`src/efs_consts.svh`:
```
// Constants for the frame stream port, with the contract list.
// Contract
// Packets of 32-bit words, tlast on final word
// One tkeep bit per byte, set is valid
// All words before last carry four bytes
// Last word packs 1 to 4 bytes low
// Source pauses by dropping tvalid
// Destination pauses by dropping tready
// Tx data plus control, rx data plus status
// Control first nibble 0xA or 0x5, else ignored
// Status channel uses one packet format only
// Control packet is six words per frame
// Data tready low until control packet accepted
// Control tready low until data packet ends
// Control and status tkeep always all ones
// Data tkeep patterns are constants, unused logic
// System sources transmit, device sources receive
// Full transmit buffer holds data tready low
// Full receive buffer discards incoming frames
// One control packet per frame, same order
`ifndef EFS_CONSTS_SVH
`define EFS_CONSTS_SVH
`define EFS_DATA_W       32
`define EFS_KEEP_W       4
`define EFS_KEEP_ALL     4'hF
`define EFS_CTRL_WORDS   6
`define EFS_FLAG_MSB     31
`define EFS_FLAG_LSB     28
`define EFS_FLAG_NORMAL  4'hA
`define EFS_FLAG_RXSTAT  4'h5
`define EFS_STAT_FLAG    4'h5
`define EFS_STAT_WORDS   6
`endif

```
`src/efs_pkg.sv`:
```
// Types shared by both ends of the frame stream port.
package efs_pkg;
  typedef enum logic [1:0] {
    EFS_TX_CTRL,
    EFS_TX_DATA,
    EFS_TX_SKIP
  } efs_tx_state_t;
  typedef enum logic [1:0] {
    EFS_RX_IDLE,
    EFS_RX_DATA,
    EFS_RX_DROP,
    EFS_RX_STAT
  } efs_rx_state_t;
  typedef logic [31:0] efs_word_t;
  typedef logic [3:0]  efs_keep_t;
endpackage

```
`src/efs_if.sv`:
```
// Interface carrying the four stream channels between system and device.
`timescale 1ns/1ps
interface efs_if;
  // Paired channels, one clock.
  logic [31:0] txd_tdata;
  logic [3:0]  txd_tkeep;
  logic        txd_tlast;
  logic        txd_tvalid;
  logic        txd_tready;
  logic [31:0] txc_tdata;
  logic [3:0]  txc_tkeep;
  logic        txc_tlast;
  logic        txc_tvalid;
  logic        txc_tready;
  logic [31:0] rxd_tdata;
  logic [3:0]  rxd_tkeep;
  logic        rxd_tlast;
  logic        rxd_tvalid;
  logic        rxd_tready;
  logic [31:0] rxs_tdata;
  logic [3:0]  rxs_tkeep;
  logic        rxs_tlast;
  logic        rxs_tvalid;
  logic        rxs_tready;
  modport dev (
    input  txd_tdata, txd_tkeep, txd_tlast, txd_tvalid,
    output txd_tready,
    input  txc_tdata, txc_tkeep, txc_tlast, txc_tvalid,
    output txc_tready,
    output rxd_tdata, rxd_tkeep, rxd_tlast, rxd_tvalid,
    input  rxd_tready,
    output rxs_tdata, rxs_tkeep, rxs_tlast, rxs_tvalid,
    input  rxs_tready
  );
  modport sys (
    output txd_tdata, txd_tkeep, txd_tlast, txd_tvalid,
    input  txd_tready,
    output txc_tdata, txc_tkeep, txc_tlast, txc_tvalid,
    input  txc_tready,
    input  rxd_tdata, rxd_tkeep, rxd_tlast, rxd_tvalid,
    output rxd_tready,
    input  rxs_tdata, rxs_tkeep, rxs_tlast, rxs_tvalid,
    output rxs_tready
  );
endinterface // efs_if

```
`src/efs_dev_end.sv`:
```
// Device end: sinks transmit channels, sources receive data and status.
`timescale 1ns/1ps
`include "efs_consts.svh"
module efs_dev_end
  import efs_pkg::*;
#(
  parameter int STAT_WORDS = `EFS_STAT_WORDS
) (
  input  wire logic      mclk,
  input  wire logic      srst,
  efs_if.dev             port,
  output logic           tx_frame_valid,
  input  wire logic      tx_space,
  output efs_word_t      tx_frame_data,
  output efs_keep_t      tx_frame_keep,
  output logic           tx_frame_last,
  output logic           tx_frame_rxstat,
  output efs_word_t      tx_ctrl_word,
  output logic [2:0]     tx_ctrl_index,
  output logic           tx_ctrl_strobe,
  input  wire logic      rx_valid,
  input  wire efs_word_t rx_data,
  input  wire efs_keep_t rx_keep,
  input  wire logic      rx_last,
  input  wire logic      rx_buf_full,
  output logic           rx_dropped
);
  function automatic logic [3:0] flag_of(input efs_word_t w);
    return w[`EFS_FLAG_MSB:`EFS_FLAG_LSB];
  endfunction

  efs_tx_state_t tx_state_reg;
  logic [2:0]    cw_idx_reg;
  logic          rxstat_reg;
  logic          txc_take;
  logic          txd_take;

  // Data blocked until control done.
  // Full buffer holds off data.
  assign port.txd_tready = (tx_state_reg == EFS_TX_DATA) && tx_space;
  // Control blocked during data.
  assign port.txc_tready = (tx_state_reg != EFS_TX_DATA);
  assign txc_take        = port.txc_tvalid && port.txc_tready;
  assign txd_take        = port.txd_tvalid && port.txd_tready;

  // Pair control with frame.
  always_ff @(posedge mclk) begin
    if (srst) begin
      tx_state_reg <= EFS_TX_CTRL;
      cw_idx_reg   <= 3'h0;
      rxstat_reg   <= 1'b0;
    end else begin
      case (tx_state_reg)
        EFS_TX_CTRL: begin
          if (txc_take) begin
            cw_idx_reg <= cw_idx_reg + 3'h1;
            // Flag nibble selects type.
            if (cw_idx_reg == 3'h0) begin
              rxstat_reg <= (flag_of(port.txc_tdata) == `EFS_FLAG_RXSTAT);
              if (flag_of(port.txc_tdata) != `EFS_FLAG_NORMAL &&
                  flag_of(port.txc_tdata) != `EFS_FLAG_RXSTAT) begin
                tx_state_reg <= port.txc_tlast ? EFS_TX_CTRL : EFS_TX_SKIP;
                cw_idx_reg   <= port.txc_tlast ? 3'h0 : 3'h1;
              end
            end
            // Packet ends on tlast.
            if (port.txc_tlast) begin
              cw_idx_reg <= 3'h0;
              if (cw_idx_reg != 3'h0 ||
                  flag_of(port.txc_tdata) == `EFS_FLAG_NORMAL ||
                  flag_of(port.txc_tdata) == `EFS_FLAG_RXSTAT) begin
                tx_state_reg <= EFS_TX_DATA;
              end
            end
          end
        end
        EFS_TX_SKIP: begin
          if (txc_take && port.txc_tlast) begin
            tx_state_reg <= EFS_TX_CTRL;
            cw_idx_reg   <= 3'h0;
          end
        end
        EFS_TX_DATA: begin
          // Frame ends on tlast.
          if (txd_take && port.txd_tlast) begin
            tx_state_reg <= EFS_TX_CTRL;
          end
        end
        default: tx_state_reg <= EFS_TX_CTRL;
      endcase
    end
  end

  // Keep carried, never decoded.
  always_ff @(posedge mclk) begin
    if (srst) begin
      tx_frame_valid  <= 1'b0;
      tx_frame_data   <= 32'h0000_0000;
      tx_frame_keep   <= 4'h0;
      tx_frame_last   <= 1'b0;
      tx_frame_rxstat <= 1'b0;
    end else begin
      tx_frame_valid <= txd_take;
      if (txd_take) begin
        tx_frame_data   <= port.txd_tdata;
        tx_frame_keep   <= port.txd_tkeep;
        tx_frame_last   <= port.txd_tlast;
        tx_frame_rxstat <= rxstat_reg;
      end
    end
  end

  // Control words are exposed one per accepted beat of a valid packet, plus the first word of an ignored one.
  always_ff @(posedge mclk) begin
    if (srst) begin
      tx_ctrl_strobe <= 1'b0;
      tx_ctrl_word   <= 32'h0000_0000;
      tx_ctrl_index  <= 3'h0;
    end else begin
      tx_ctrl_strobe <= txc_take && (tx_state_reg == EFS_TX_CTRL);
      if (txc_take) begin
        tx_ctrl_word  <= port.txc_tdata;
        tx_ctrl_index <= cw_idx_reg;
      end
    end
  end

  // Receive side.
  efs_rx_state_t rx_state_reg;
  logic [2:0]    st_cnt_reg;
  logic [15:0]   rx_len_reg;
  logic          rxd_hold;

  // Hold word while not ready.
  assign rxd_hold = port.rxd_tvalid && !port.rxd_tready;

  // Drop frames when full.
  always_ff @(posedge mclk) begin
    if (srst) begin
      rx_state_reg <= EFS_RX_IDLE;
      rx_dropped   <= 1'b0;
      st_cnt_reg   <= 3'h0;
    end else begin
      rx_dropped <= 1'b0;
      case (rx_state_reg)
        EFS_RX_IDLE: begin
          if (rx_valid && !rxd_hold) begin
            if (rx_buf_full) begin
              rx_state_reg <= rx_last ? EFS_RX_IDLE : EFS_RX_DROP;
              rx_dropped   <= rx_last;
            end else begin
              rx_state_reg <= rx_last ? EFS_RX_STAT : EFS_RX_DATA;
            end
          end
        end
        EFS_RX_DATA: begin
          if (rx_valid && !rxd_hold && rx_last) begin
            rx_state_reg <= EFS_RX_STAT;
          end
        end
        EFS_RX_DROP: begin
          if (rx_valid && rx_last) begin
            rx_state_reg <= EFS_RX_IDLE;
            rx_dropped   <= 1'b1;
          end
        end
        EFS_RX_STAT: begin
          if (!port.rxd_tvalid && port.rxs_tvalid && port.rxs_tready) begin
            st_cnt_reg <= st_cnt_reg + 3'h1;
            if (port.rxs_tlast) begin
              st_cnt_reg   <= 3'h0;
              rx_state_reg <= EFS_RX_IDLE;
            end
          end
        end
        default: rx_state_reg <= EFS_RX_IDLE;
      endcase
    end
  end

  // Upstream keeps full words mid-frame.
  // Last word keep passed through.
  always_ff @(posedge mclk) begin
    if (srst) begin
      port.rxd_tvalid <= 1'b0;
      port.rxd_tdata  <= 32'h0000_0000;
      port.rxd_tkeep  <= 4'h0;
      port.rxd_tlast  <= 1'b0;
      rx_len_reg      <= 16'h0000;
    end else if (!rxd_hold) begin
      port.rxd_tvalid <= rx_valid && (rx_state_reg == EFS_RX_DATA ||
                         (rx_state_reg == EFS_RX_IDLE && !rx_buf_full));
      port.rxd_tdata  <= rx_data;
      port.rxd_tkeep  <= rx_keep;
      port.rxd_tlast  <= rx_last;
      if (rx_valid && rx_state_reg == EFS_RX_IDLE) begin
        rx_len_reg <= 16'h0001;
      end else if (rx_valid && rx_state_reg == EFS_RX_DATA) begin
        rx_len_reg <= rx_len_reg + 16'h0001;
      end
    end
  end

  // One status format only.
  // Status keep all ones.
  assign port.rxs_tvalid = (rx_state_reg == EFS_RX_STAT) && !port.rxd_tvalid;
  assign port.rxs_tkeep  = `EFS_KEEP_ALL;
  assign port.rxs_tlast  = (st_cnt_reg == 3'(STAT_WORDS - 1));
  assign port.rxs_tdata  = (st_cnt_reg == 3'h0) ?
                           {`EFS_STAT_FLAG, 28'h000_0000} : {16'h0000, rx_len_reg};
endmodule // efs_dev_end

```
`src/flat_wrapper.sv`:
```
// flat-port wrapper written by rule: the top's interface ports become plain ports
module efs_dev_end_flat import efs_pkg::*;
#(
  parameter int STAT_WORDS = `EFS_STAT_WORDS
)
  (mclk, srst, tx_frame_valid, tx_space, tx_frame_data, tx_frame_keep, tx_frame_last, tx_frame_rxstat, tx_ctrl_word, tx_ctrl_index, tx_ctrl_strobe, rx_valid, rx_data, rx_keep, rx_last, rx_buf_full, rx_dropped, port_txd_tdata, port_txd_tkeep, port_txd_tlast, port_txd_tvalid, port_txd_tready, port_txc_tdata, port_txc_tkeep, port_txc_tlast, port_txc_tvalid, port_txc_tready, port_rxd_tdata, port_rxd_tkeep, port_rxd_tlast, port_rxd_tvalid, port_rxd_tready, port_rxs_tdata, port_rxs_tkeep, port_rxs_tlast, port_rxs_tvalid, port_rxs_tready);
  efs_if port_i ();
  input  wire logic mclk;
  input  wire logic srst;
  output logic tx_frame_valid;
  input  wire logic tx_space;
  output efs_word_t tx_frame_data;
  output efs_keep_t tx_frame_keep;
  output logic tx_frame_last;
  output logic tx_frame_rxstat;
  output efs_word_t tx_ctrl_word;
  output logic [2:0] tx_ctrl_index;
  output logic tx_ctrl_strobe;
  input  wire logic rx_valid;
  input  wire efs_word_t rx_data;
  input  wire efs_keep_t rx_keep;
  input  wire logic rx_last;
  input  wire logic rx_buf_full;
  output logic rx_dropped;
  input wire logic [$bits(port_i.txd_tdata)-1:0] port_txd_tdata;
  input wire logic [$bits(port_i.txd_tkeep)-1:0] port_txd_tkeep;
  input wire logic [$bits(port_i.txd_tlast)-1:0] port_txd_tlast;
  input wire logic [$bits(port_i.txd_tvalid)-1:0] port_txd_tvalid;
  output wire logic [$bits(port_i.txd_tready)-1:0] port_txd_tready;
  input wire logic [$bits(port_i.txc_tdata)-1:0] port_txc_tdata;
  input wire logic [$bits(port_i.txc_tkeep)-1:0] port_txc_tkeep;
  input wire logic [$bits(port_i.txc_tlast)-1:0] port_txc_tlast;
  input wire logic [$bits(port_i.txc_tvalid)-1:0] port_txc_tvalid;
  output wire logic [$bits(port_i.txc_tready)-1:0] port_txc_tready;
  output wire logic [$bits(port_i.rxd_tdata)-1:0] port_rxd_tdata;
  output wire logic [$bits(port_i.rxd_tkeep)-1:0] port_rxd_tkeep;
  output wire logic [$bits(port_i.rxd_tlast)-1:0] port_rxd_tlast;
  output wire logic [$bits(port_i.rxd_tvalid)-1:0] port_rxd_tvalid;
  input wire logic [$bits(port_i.rxd_tready)-1:0] port_rxd_tready;
  output wire logic [$bits(port_i.rxs_tdata)-1:0] port_rxs_tdata;
  output wire logic [$bits(port_i.rxs_tkeep)-1:0] port_rxs_tkeep;
  output wire logic [$bits(port_i.rxs_tlast)-1:0] port_rxs_tlast;
  output wire logic [$bits(port_i.rxs_tvalid)-1:0] port_rxs_tvalid;
  input wire logic [$bits(port_i.rxs_tready)-1:0] port_rxs_tready;
  assign port_i.txd_tdata = port_txd_tdata;
  assign port_i.txd_tkeep = port_txd_tkeep;
  assign port_i.txd_tlast = port_txd_tlast;
  assign port_i.txd_tvalid = port_txd_tvalid;
  assign port_txd_tready = port_i.txd_tready;
  assign port_i.txc_tdata = port_txc_tdata;
  assign port_i.txc_tkeep = port_txc_tkeep;
  assign port_i.txc_tlast = port_txc_tlast;
  assign port_i.txc_tvalid = port_txc_tvalid;
  assign port_txc_tready = port_i.txc_tready;
  assign port_rxd_tdata = port_i.rxd_tdata;
  assign port_rxd_tkeep = port_i.rxd_tkeep;
  assign port_rxd_tlast = port_i.rxd_tlast;
  assign port_rxd_tvalid = port_i.rxd_tvalid;
  assign port_i.rxd_tready = port_rxd_tready;
  assign port_rxs_tdata = port_i.rxs_tdata;
  assign port_rxs_tkeep = port_i.rxs_tkeep;
  assign port_rxs_tlast = port_i.rxs_tlast;
  assign port_rxs_tvalid = port_i.rxs_tvalid;
  assign port_i.rxs_tready = port_rxs_tready;
  efs_dev_end #(.STAT_WORDS(STAT_WORDS)) u_core (.mclk(mclk), .srst(srst), .port(port_i), .tx_frame_valid(tx_frame_valid), .tx_space(tx_space), .tx_frame_data(tx_frame_data), .tx_frame_keep(tx_frame_keep), .tx_frame_last(tx_frame_last), .tx_frame_rxstat(tx_frame_rxstat), .tx_ctrl_word(tx_ctrl_word), .tx_ctrl_index(tx_ctrl_index), .tx_ctrl_strobe(tx_ctrl_strobe), .rx_valid(rx_valid), .rx_data(rx_data), .rx_keep(rx_keep), .rx_last(rx_last), .rx_buf_full(rx_buf_full), .rx_dropped(rx_dropped));
endmodule
```
`config.mk`:
```
export PLATFORM = sky130hd
export DESIGN_NAME = efs_dev_end_flat
export DESIGN_NICKNAME = d
export VERILOG_FILES = /design/src/efs_pkg.sv /design/src/efs_if.sv /design/src/efs_dev_end.sv /design/src/flat_wrapper.sv
export VERILOG_INCLUDE_DIRS = /design/src
export SDC_FILE = /design/constraint.sdc
export NUM_CORES = 1
export LEC_CHECK = 0
export ABC_CLOCK_PERIOD_IN_PS = 2080
export BUFFER_PORTS_ARGS = -buffer_cell sky130_fd_sc_hd__buf_2
export CAP_MARGIN = 0
export CELL_PAD_IN_SITES_DETAIL_PLACEMENT = 0
export CELL_PAD_IN_SITES_GLOBAL_PLACEMENT = 1
export CORE_MARGIN = 5
export CORE_UTILIZATION = 29
export DETAILED_ROUTE_END_ITERATION = 8
export PLACE_DENSITY_LB_ADDON = 0.1
export SLEW_MARGIN = 5
export SYNTH_ARGS = -nofsm -noshare
export SYNTH_HDL_FRONTEND = slang
export SYNTH_SLANG_ARGS = --single-unit
```
`constraint.sdc`:
```
create_clock -name mclk -period 2.08 [get_ports mclk]
set_clock_uncertainty 0.2 [all_clocks]
set_input_delay 0.104 -clock mclk [delete_from_list [all_inputs] [get_ports mclk]]
set_output_delay 0.104 -clock mclk [all_outputs]
set_load 0.02 [all_outputs]
```
==> flow_metrics.tcl, run 1 <==
set metrics [dict create \
    gp_congestion 0.8206 \
    coreArea_um2 18710 \
    grt-ovfl-total 0 \
    ios 274 \
    ys_warn_count 0 \
    relSlewSlack_pct 59.28 \
    path_clk_slew_ns 0.06 \
    ant_nets 0 \
    cts.sinks 141 \
    fin_crit_sh_pct 91.27 \
    clock_path_buffers 2 \
    async_flop_share_pct 0 \
    regToRegSetupSlack_ns 0.18 \
    cellPowerDensity_nw_per_um2 767.9 \
    first_pass_iters 4 \
    worstRegToRegCells 5 \
    worst_slew_pin_slew_ns 0.6108 \
    fillers 1885 \
    tns_ns 0 \
    h-tree-depth 4 \
    fp.dieW_um 148.0 \
    worstPathRequired_ns 2.22 \
    peakVddDrop_uv 534.1 \
    netlist_area_um2 5527 \
    synth-seq-cells 141 \
    min_path_type "input pin to register" \
    synthFlopType "dfxtp_1" \
    cts_tree "done" \
    cp-startpoint "u_core.rx_len_reg[0]" \
    num_vias 5892 \
    register_area_um2 2826 \
    critPathLaunchType "register" \
    drv_slew 0 \
    synth_cells 701 \
    cts_buffers 17 \
    ys_seq_area_share_pct 51.08 \
    die_h_um 148.0 \
    arrival_ns 2.04 \
    layout_common_cells "buf_2 (250), nand2_1 (235), dfxtp_1 (140)" \
    synth.distinct_cells 48 \
    final_layout_size_suffix_gt1_share_pct 29.01 \
    areaGrowthSynthToFinish_pct 57.05 \
    finalNetCount 1176 \
    grt_max_degree 62 \
    status "completed" \
    worstReg2RegStart "u_core.rx_len_reg[0]" \
    antenna_found_initial 0 \
    critical_path_class "register to register" \
    mostFrequentLayoutCell "buf_2" \
    synth_edf_count 0 \
    drcViolationCount 0 \
    drt-initial-drc-count 241 \
    grt_pass1_vias 5771 \
    fin_hold_ws_ns 0.06113 \
    max_freq_ghz 0.5267 \
    io_buffers 251 \
    antenna_cells 0 \
    grtUsageTotal_pct 16.11 \
    cts_resized 0 \
    rsz0062_at_grt "no" \
    die-area_um2 21920 \
    r2r_end "u_core.rx_len_reg[14]" \
    cp-endpoint "u_core.rx_len_reg[14]" \
    p_leak_nw 3.910 \
    num_rows 50 \
    finalHoldViolations 0 \
    post_synth.cell_area_avg_um2 7.884 \
    wirelength_um 18400 \
    start_util_pct 29.55 \
    clock_latency_ns 0.41 \
    reg_top3 "u_core.port.rxd_tdata: 32 flops, u_core.tx_ctrl_word: 32 flops, u_core.tx_frame_data: 32 flops" \
    cts-root-buf "clkbuf_16" \
    path_max_fanout 9 \
    dp_hpwl_um 13100 \
    finalSetupViolCount 0 \
    multi_input_area_um2 2425 \
    fin_crit_ns 1.898 \
    drv_cap 0 \
    wl_per_cell_um 14.16 \
    viasPerCell 4.536 \
    grt_pass1_wl_um 28810 \
    endpoint_kind "register" \
]
## through the flow
| stage | worst slack [ns] | instances | power, mW | instance area [um2] | utilization [%] |
|---|---|---|---|---|---|
| global route | 0.01563 | 1299 | 6.954 | 8680 | 46.40 |
| global placement | 0.2250 | 1155 | 3.610 | 6985 | 37.34 |
| CTS | 0.1707 | 1299 | 6.751 | 8680 | 46.40 |
| detailed placement | 0.2069 | 1155 | 3.624 | 6985 | 37.34 |
| floorplan | 0.06461 | 717 | 3.341 | 5608 | - |
| finish | 0.1815 | 1299 | 6.665 | 8680 | 46.40 |
## synth_stat cells (2+ instances only)
| cell type | n | area (um2) |
|---|---|---|
| buf_6 | 2 | 22.52 |
| buf_1 | 6 | 22.52 |
| inv_1 | 8 | 30.03 |
| nand4_1 | 3 | 18.77 |
| nand3_1 | 8 | 40.04 |
| nor4bb_1 | 2 | 20.02 |
| nor2_1 | 14 | 52.55 |
| xor2_1 | 3 | 26.28 |
| clkbuf_1 | 36 | 135.1 |
| xnor2_1 | 3 | 26.28 |
| nor3_1 | 5 | 25.02 |
| or3_1 | 9 | 56.30 |
| nand2_1 | 235 | 882.1 |
| buf_4 | 19 | 142.6 |
| a21oi_1 | 126 | 630.6 |
| nand4b_1 | 2 | 17.52 |
| nor4b_1 | 2 | 17.52 |
| nand3b_1 | 2 | 15.01 |
| and2_1 | 3 | 18.77 |
| nor2b_1 | 19 | 118.9 |
| o22ai_1 | 2 | 12.51 |
| nand2b_1 | 6 | 37.54 |
| conb_1 | 2 | 7.510 |
| and3b_1 | 2 | 17.52 |
| o31ai_1 | 2 | 15.01 |
| o21ai_0 | 11 | 55.05 |
| a31oi_1 | 3 | 18.77 |
| or4_1 | 2 | 15.01 |
| ha_1 | 4 | 50.05 |
| dfxtp_1 | 141 | 2823 |
| and4_1 | 2 | 17.52 |
## timing repair
action | 4_1_cts | 5_1_grt
hold buffers | 112 | 0
hold endpoints to repair | 121 | 0
buffers inserted | 0 | 0
## layer usage
layer	GRT usage [%]	part of all wire [%]
met5	0	0
met4	6.051	2.5
met3	4.445	5.7
met2	28.16	50
met1	18.80	42
## cell type report
class	instances	share of cell area, %
well taps	234	3.373
clock buffers	18	5.060
inverters	8	0.3460
clock inverters	14	1.542
repair buffers	380	29.18
flip-flops and latches	141	32.56
multi-input cells	504	27.94
## critical path: stages, from the launching register on
cell and delay, ns:
dfxtp_1 0.40, ha_1 0.19, and2_1 0.15, nand4b_1 0.31, or3_1 0.44, a21oi_1 0.14
## worst min path at each step
stage / cells after the start / start / slack, ns / endpoint
final: 4 / tx_space / 0.06 / u_core.tx_frame_valid
after global routing: 4 / tx_space / 0.09 / u_core.tx_frame_valid
after CTS: 4 / tx_space / 0.07 / u_core.tx_frame_valid
after detailed placement: 3 / port_txd_tkeep[2] / 0.15 / u_core.tx_frame_keep[2]
after global placement: 3 / port_txc_tdata[22] / 0.15 / u_core.tx_ctrl_word[22]
after floorplan: 1 / port_txc_tlast / 0.02 / u_core.tx_state_reg[1]
## power breakdown
group	leakage, nW	internal [mW]	switching [mW]
sequential	1.15	2.80	0.0590
combinational	2.49	0.392	0.471
clock	0.266	1.70	1.24
total	3.91	4.89	1.77
## cells by family after synthesis
| logic type | Yosys count | share of synthesized area, % |
|---|---|---|
| and+or+nand+nor | 322 | 25.72 |
| AOI/OAI and AO/OA | 153 | 14.56 |
| DFF | 141 | 51.08 |
| buffers and inverters | 72 | 6.475 |
| xor gates and xnor gates | 6 | 0.9510 |
| adders and majority gates | 4 | 0.9056 |
| other | 2 | 0.1359 |
| muxes | 1 | 0.1811 |
(Power assumes the default switching activity.)
==> run 2: changes to the inputs <==
- CELL_PAD_IN_SITES_DETAIL_PLACEMENT: 0 -> not set
- CELL_PAD_IN_SITES_GLOBAL_PLACEMENT: 1 -> not set
- CORE_UTILIZATION: 29 -> 30
- PLACE_DENSITY_LB_ADDON: 0.1 -> not set
==> flow_metrics.tcl, run 2 (synthesized netlist as in run 1, its figures left out) <==
set metrics [dict create \
    status "completed" \
    numPlacedInstances 1149 \
    fin_crit_ns 1.913 \
    critical_path_class "register to register" \
    worst_slew_pin_slew_ns 0.6326 \
    critPathLaunchType "register" \
    hold_path_end "u_core.tx_frame_valid" \
    min_path_type "input pin to register" \
    grt_pass1_wl_um 29310 \
    finalNetCount 1175 \
    first_pass_iters 4 \
    cts_tree "done" \
    dr.max_layer_used "met4" \
    io_buffers 251 \
    arrival_ns 2.05 \
    max_freq_ghz 0.5227 \
    coreArea_um2 18020 \
    path_clk_slew_ns 0.06 \
    drv_slew 0 \
    path_max_fanout 10 \
    cts_setup_buffers 0 \
    antenna_found_initial 0 \
    grt_pass1_vias 5958 \
    regToRegSetupSlack_ns 0.17 \
    fin_cells 1292 \
    pwr-share-comb_pct 13.1 \
    p_seq_share_pct 43.5 \
    clock_latency_ns 0.40 \
    min_from "tx_space" \
    reg_top3 "u_core.port.rxd_tdata: 32 flops, u_core.tx_ctrl_word: 32 flops, u_core.tx_frame_data: 32 flops" \
    switching_share_pct 25.96 \
    start_util_pct 30.66 \
    wirelength_um 17900 \
    ant_nets 0 \
    num_vias 5871 \
    route.met2.wl_um 8459 \
    wl_per_cell_um 13.86 \
    tns_ns 0 \
    cp_slowest_cell "or4_4" \
    dr_wl_met3_um 1664 \
    fin_hold_ws_ns 0.09347 \
    rsz0062_at_grt "no" \
    power_frac_clock_pct 43.4 \
    final_layout_size_suffix_gt1_share_pct 28.79 \
    drt-initial-drc-count 263 \
    worstPathRequired_ns 2.22 \
    grt_max_degree 57 \
    grtUsageTotal_pct 16.48 \
    net-switching-power_mw 1.708 \
    intPower_mw 4.870 \
    cts_buffers 17 \
    mostFrequentLayoutCell "buf_2" \
    peakVddDrop_uv 527.6 \
    p_leak_nw 3.906 \
    fp.dieW_um 145.7 \
    finalHoldViolations 0 \
    antenna_cells 0 \
    dp_hpwl_um 11560 \
    crit_path_max_incr_delay_ns 0.56 \
    finalSetupViolCount 0 \
    ios 274 \
    drv_cap 0 \
    cellPowerDensity_nw_per_um2 761.0 \
    cts-root-buf "clkbuf_16" \
    grt-ovfl-total 0 \
    clock_path_buffers 2 \
    hold_depth 4 \
    crit_chain "nand3_1 > or4_4 > or4_1 > a21oi_1" \
    gp_congestion 0.7381 \
    worstRegToRegCells 4 \
    endpoint_kind "register" \
    cts.sinks 141 \
    relSlewSlack_pct 57.83 \
    num_rows 49 \
    drcViolationCount 0 \
    areaGrowthSynthToFinish_pct 56.40 \
    r2r_end "u_core.rx_len_reg[15]" \
    die_h_um 145.7 \
    worstReg2RegStart "u_core.rx_len_reg[4]" \
    fin_crit_sh_pct 91.97 \
    h-tree-depth 4 \
    met1_length_um 7477 \
    die-area_um2 21240 \
    layout_common_cells "buf_2 (250), nand2_1 (235), dfxtp_1 (140)" \
    viasPerCell 4.544 \
]
==> run 2: cell types whose count changed in the layout (fill, tap and decap cells not counted) <==
cell,before,now
inv_6,5,3
buf_4,16,15
clkinvlp_4,5,3
nand3_1,7,8
clkinv_2,1,4
nand3_2,1,0
==> run 2: timing repair <==
action | in CTS | in global routing
hold endpoints to repair | 120 | 0
hold buffers | 112 | 0
gates resized for setup | 0 | 0
==> run 2: worst max-delay path: cells and delay by family (launching register included) <==
kind / cells / cell delay (ns)
simple gates: 3 / 1.11
flops: 1 / 0.40
compound gates: 1 / 0.13
==> run 2: cell type report <==
| type | count | area (um2) |
|---|---|---|
| multi-input combinational | 504 | 2420 |
| sequential | 141 | 2826 |
| timing repair buffer | 379 | 2525 |
| fill | 1722 | 9382 |
| clock buffer | 18 | 439.2 |
| clock inverter | 13 | 116.4 |
| tap | 229 | 286.5 |
| inverter | 8 | 30.03 |
==> run 2: power by group through the flow <==
stage               Clock [mW]  Sequential (mW)  Combinational (mW)
finish                    2.86             2.86               0.858
global route              3.09             2.87               0.940
CTS                       2.97             2.86               0.857
detailed placement           0             2.92               0.693
global placement             0             2.92               0.689
floorplan                    0             3.03               0.311
==> run 2: worst max path at each step <==
stage,from,end,slack [ns],depth (start not counted)
final,u_core.rx_len_reg[4],u_core.rx_len_reg[15],0.17,4
after global routing,u_core.rx_len_reg[0],u_core.rx_len_reg[12],0.03,5
after CTS,u_core.rx_len_reg[4],u_core.rx_len_reg[15],0.20,4
after detailed placement,u_core.rx_len_reg[4],u_core.rx_len_reg[15],0.21,4
after global placement,u_core.port.rxd_tvalid,u_core.rx_len_reg[15],0.25,4
after floorplan,u_core.port.rxd_tvalid,u_core.rx_len_reg[15],0.06,6
==> run 2: layer usage <==
| metal | track usage [%] | vias to the layer above |
|---|---|---|
| li1 | - | 2969 |
| met1 | 19.13 | 2646 |
| met2 | 27.53 | 231 |
| met3 | 7.163 | 25 |
| met4 | 4.944 | 0 |
| met5 | 0 | - |
==> run 2: per-stage QoR <==
stage / area [um2] / utilization (%) / power [mW] / setup WS (ns)
final: 8643 / 47.95 / 6.578 / 0.1670
after global routing: 8643 / 47.95 / 6.902 / 0.02725
after CTS: 8643 / 47.95 / 6.684 / 0.1965
after detailed placement: 6967 / 38.65 / 3.614 / 0.2078
after global placement: 6967 / 38.65 / 3.606 / 0.2463
after floorplan: 5608 / - / 3.341 / 0.06461
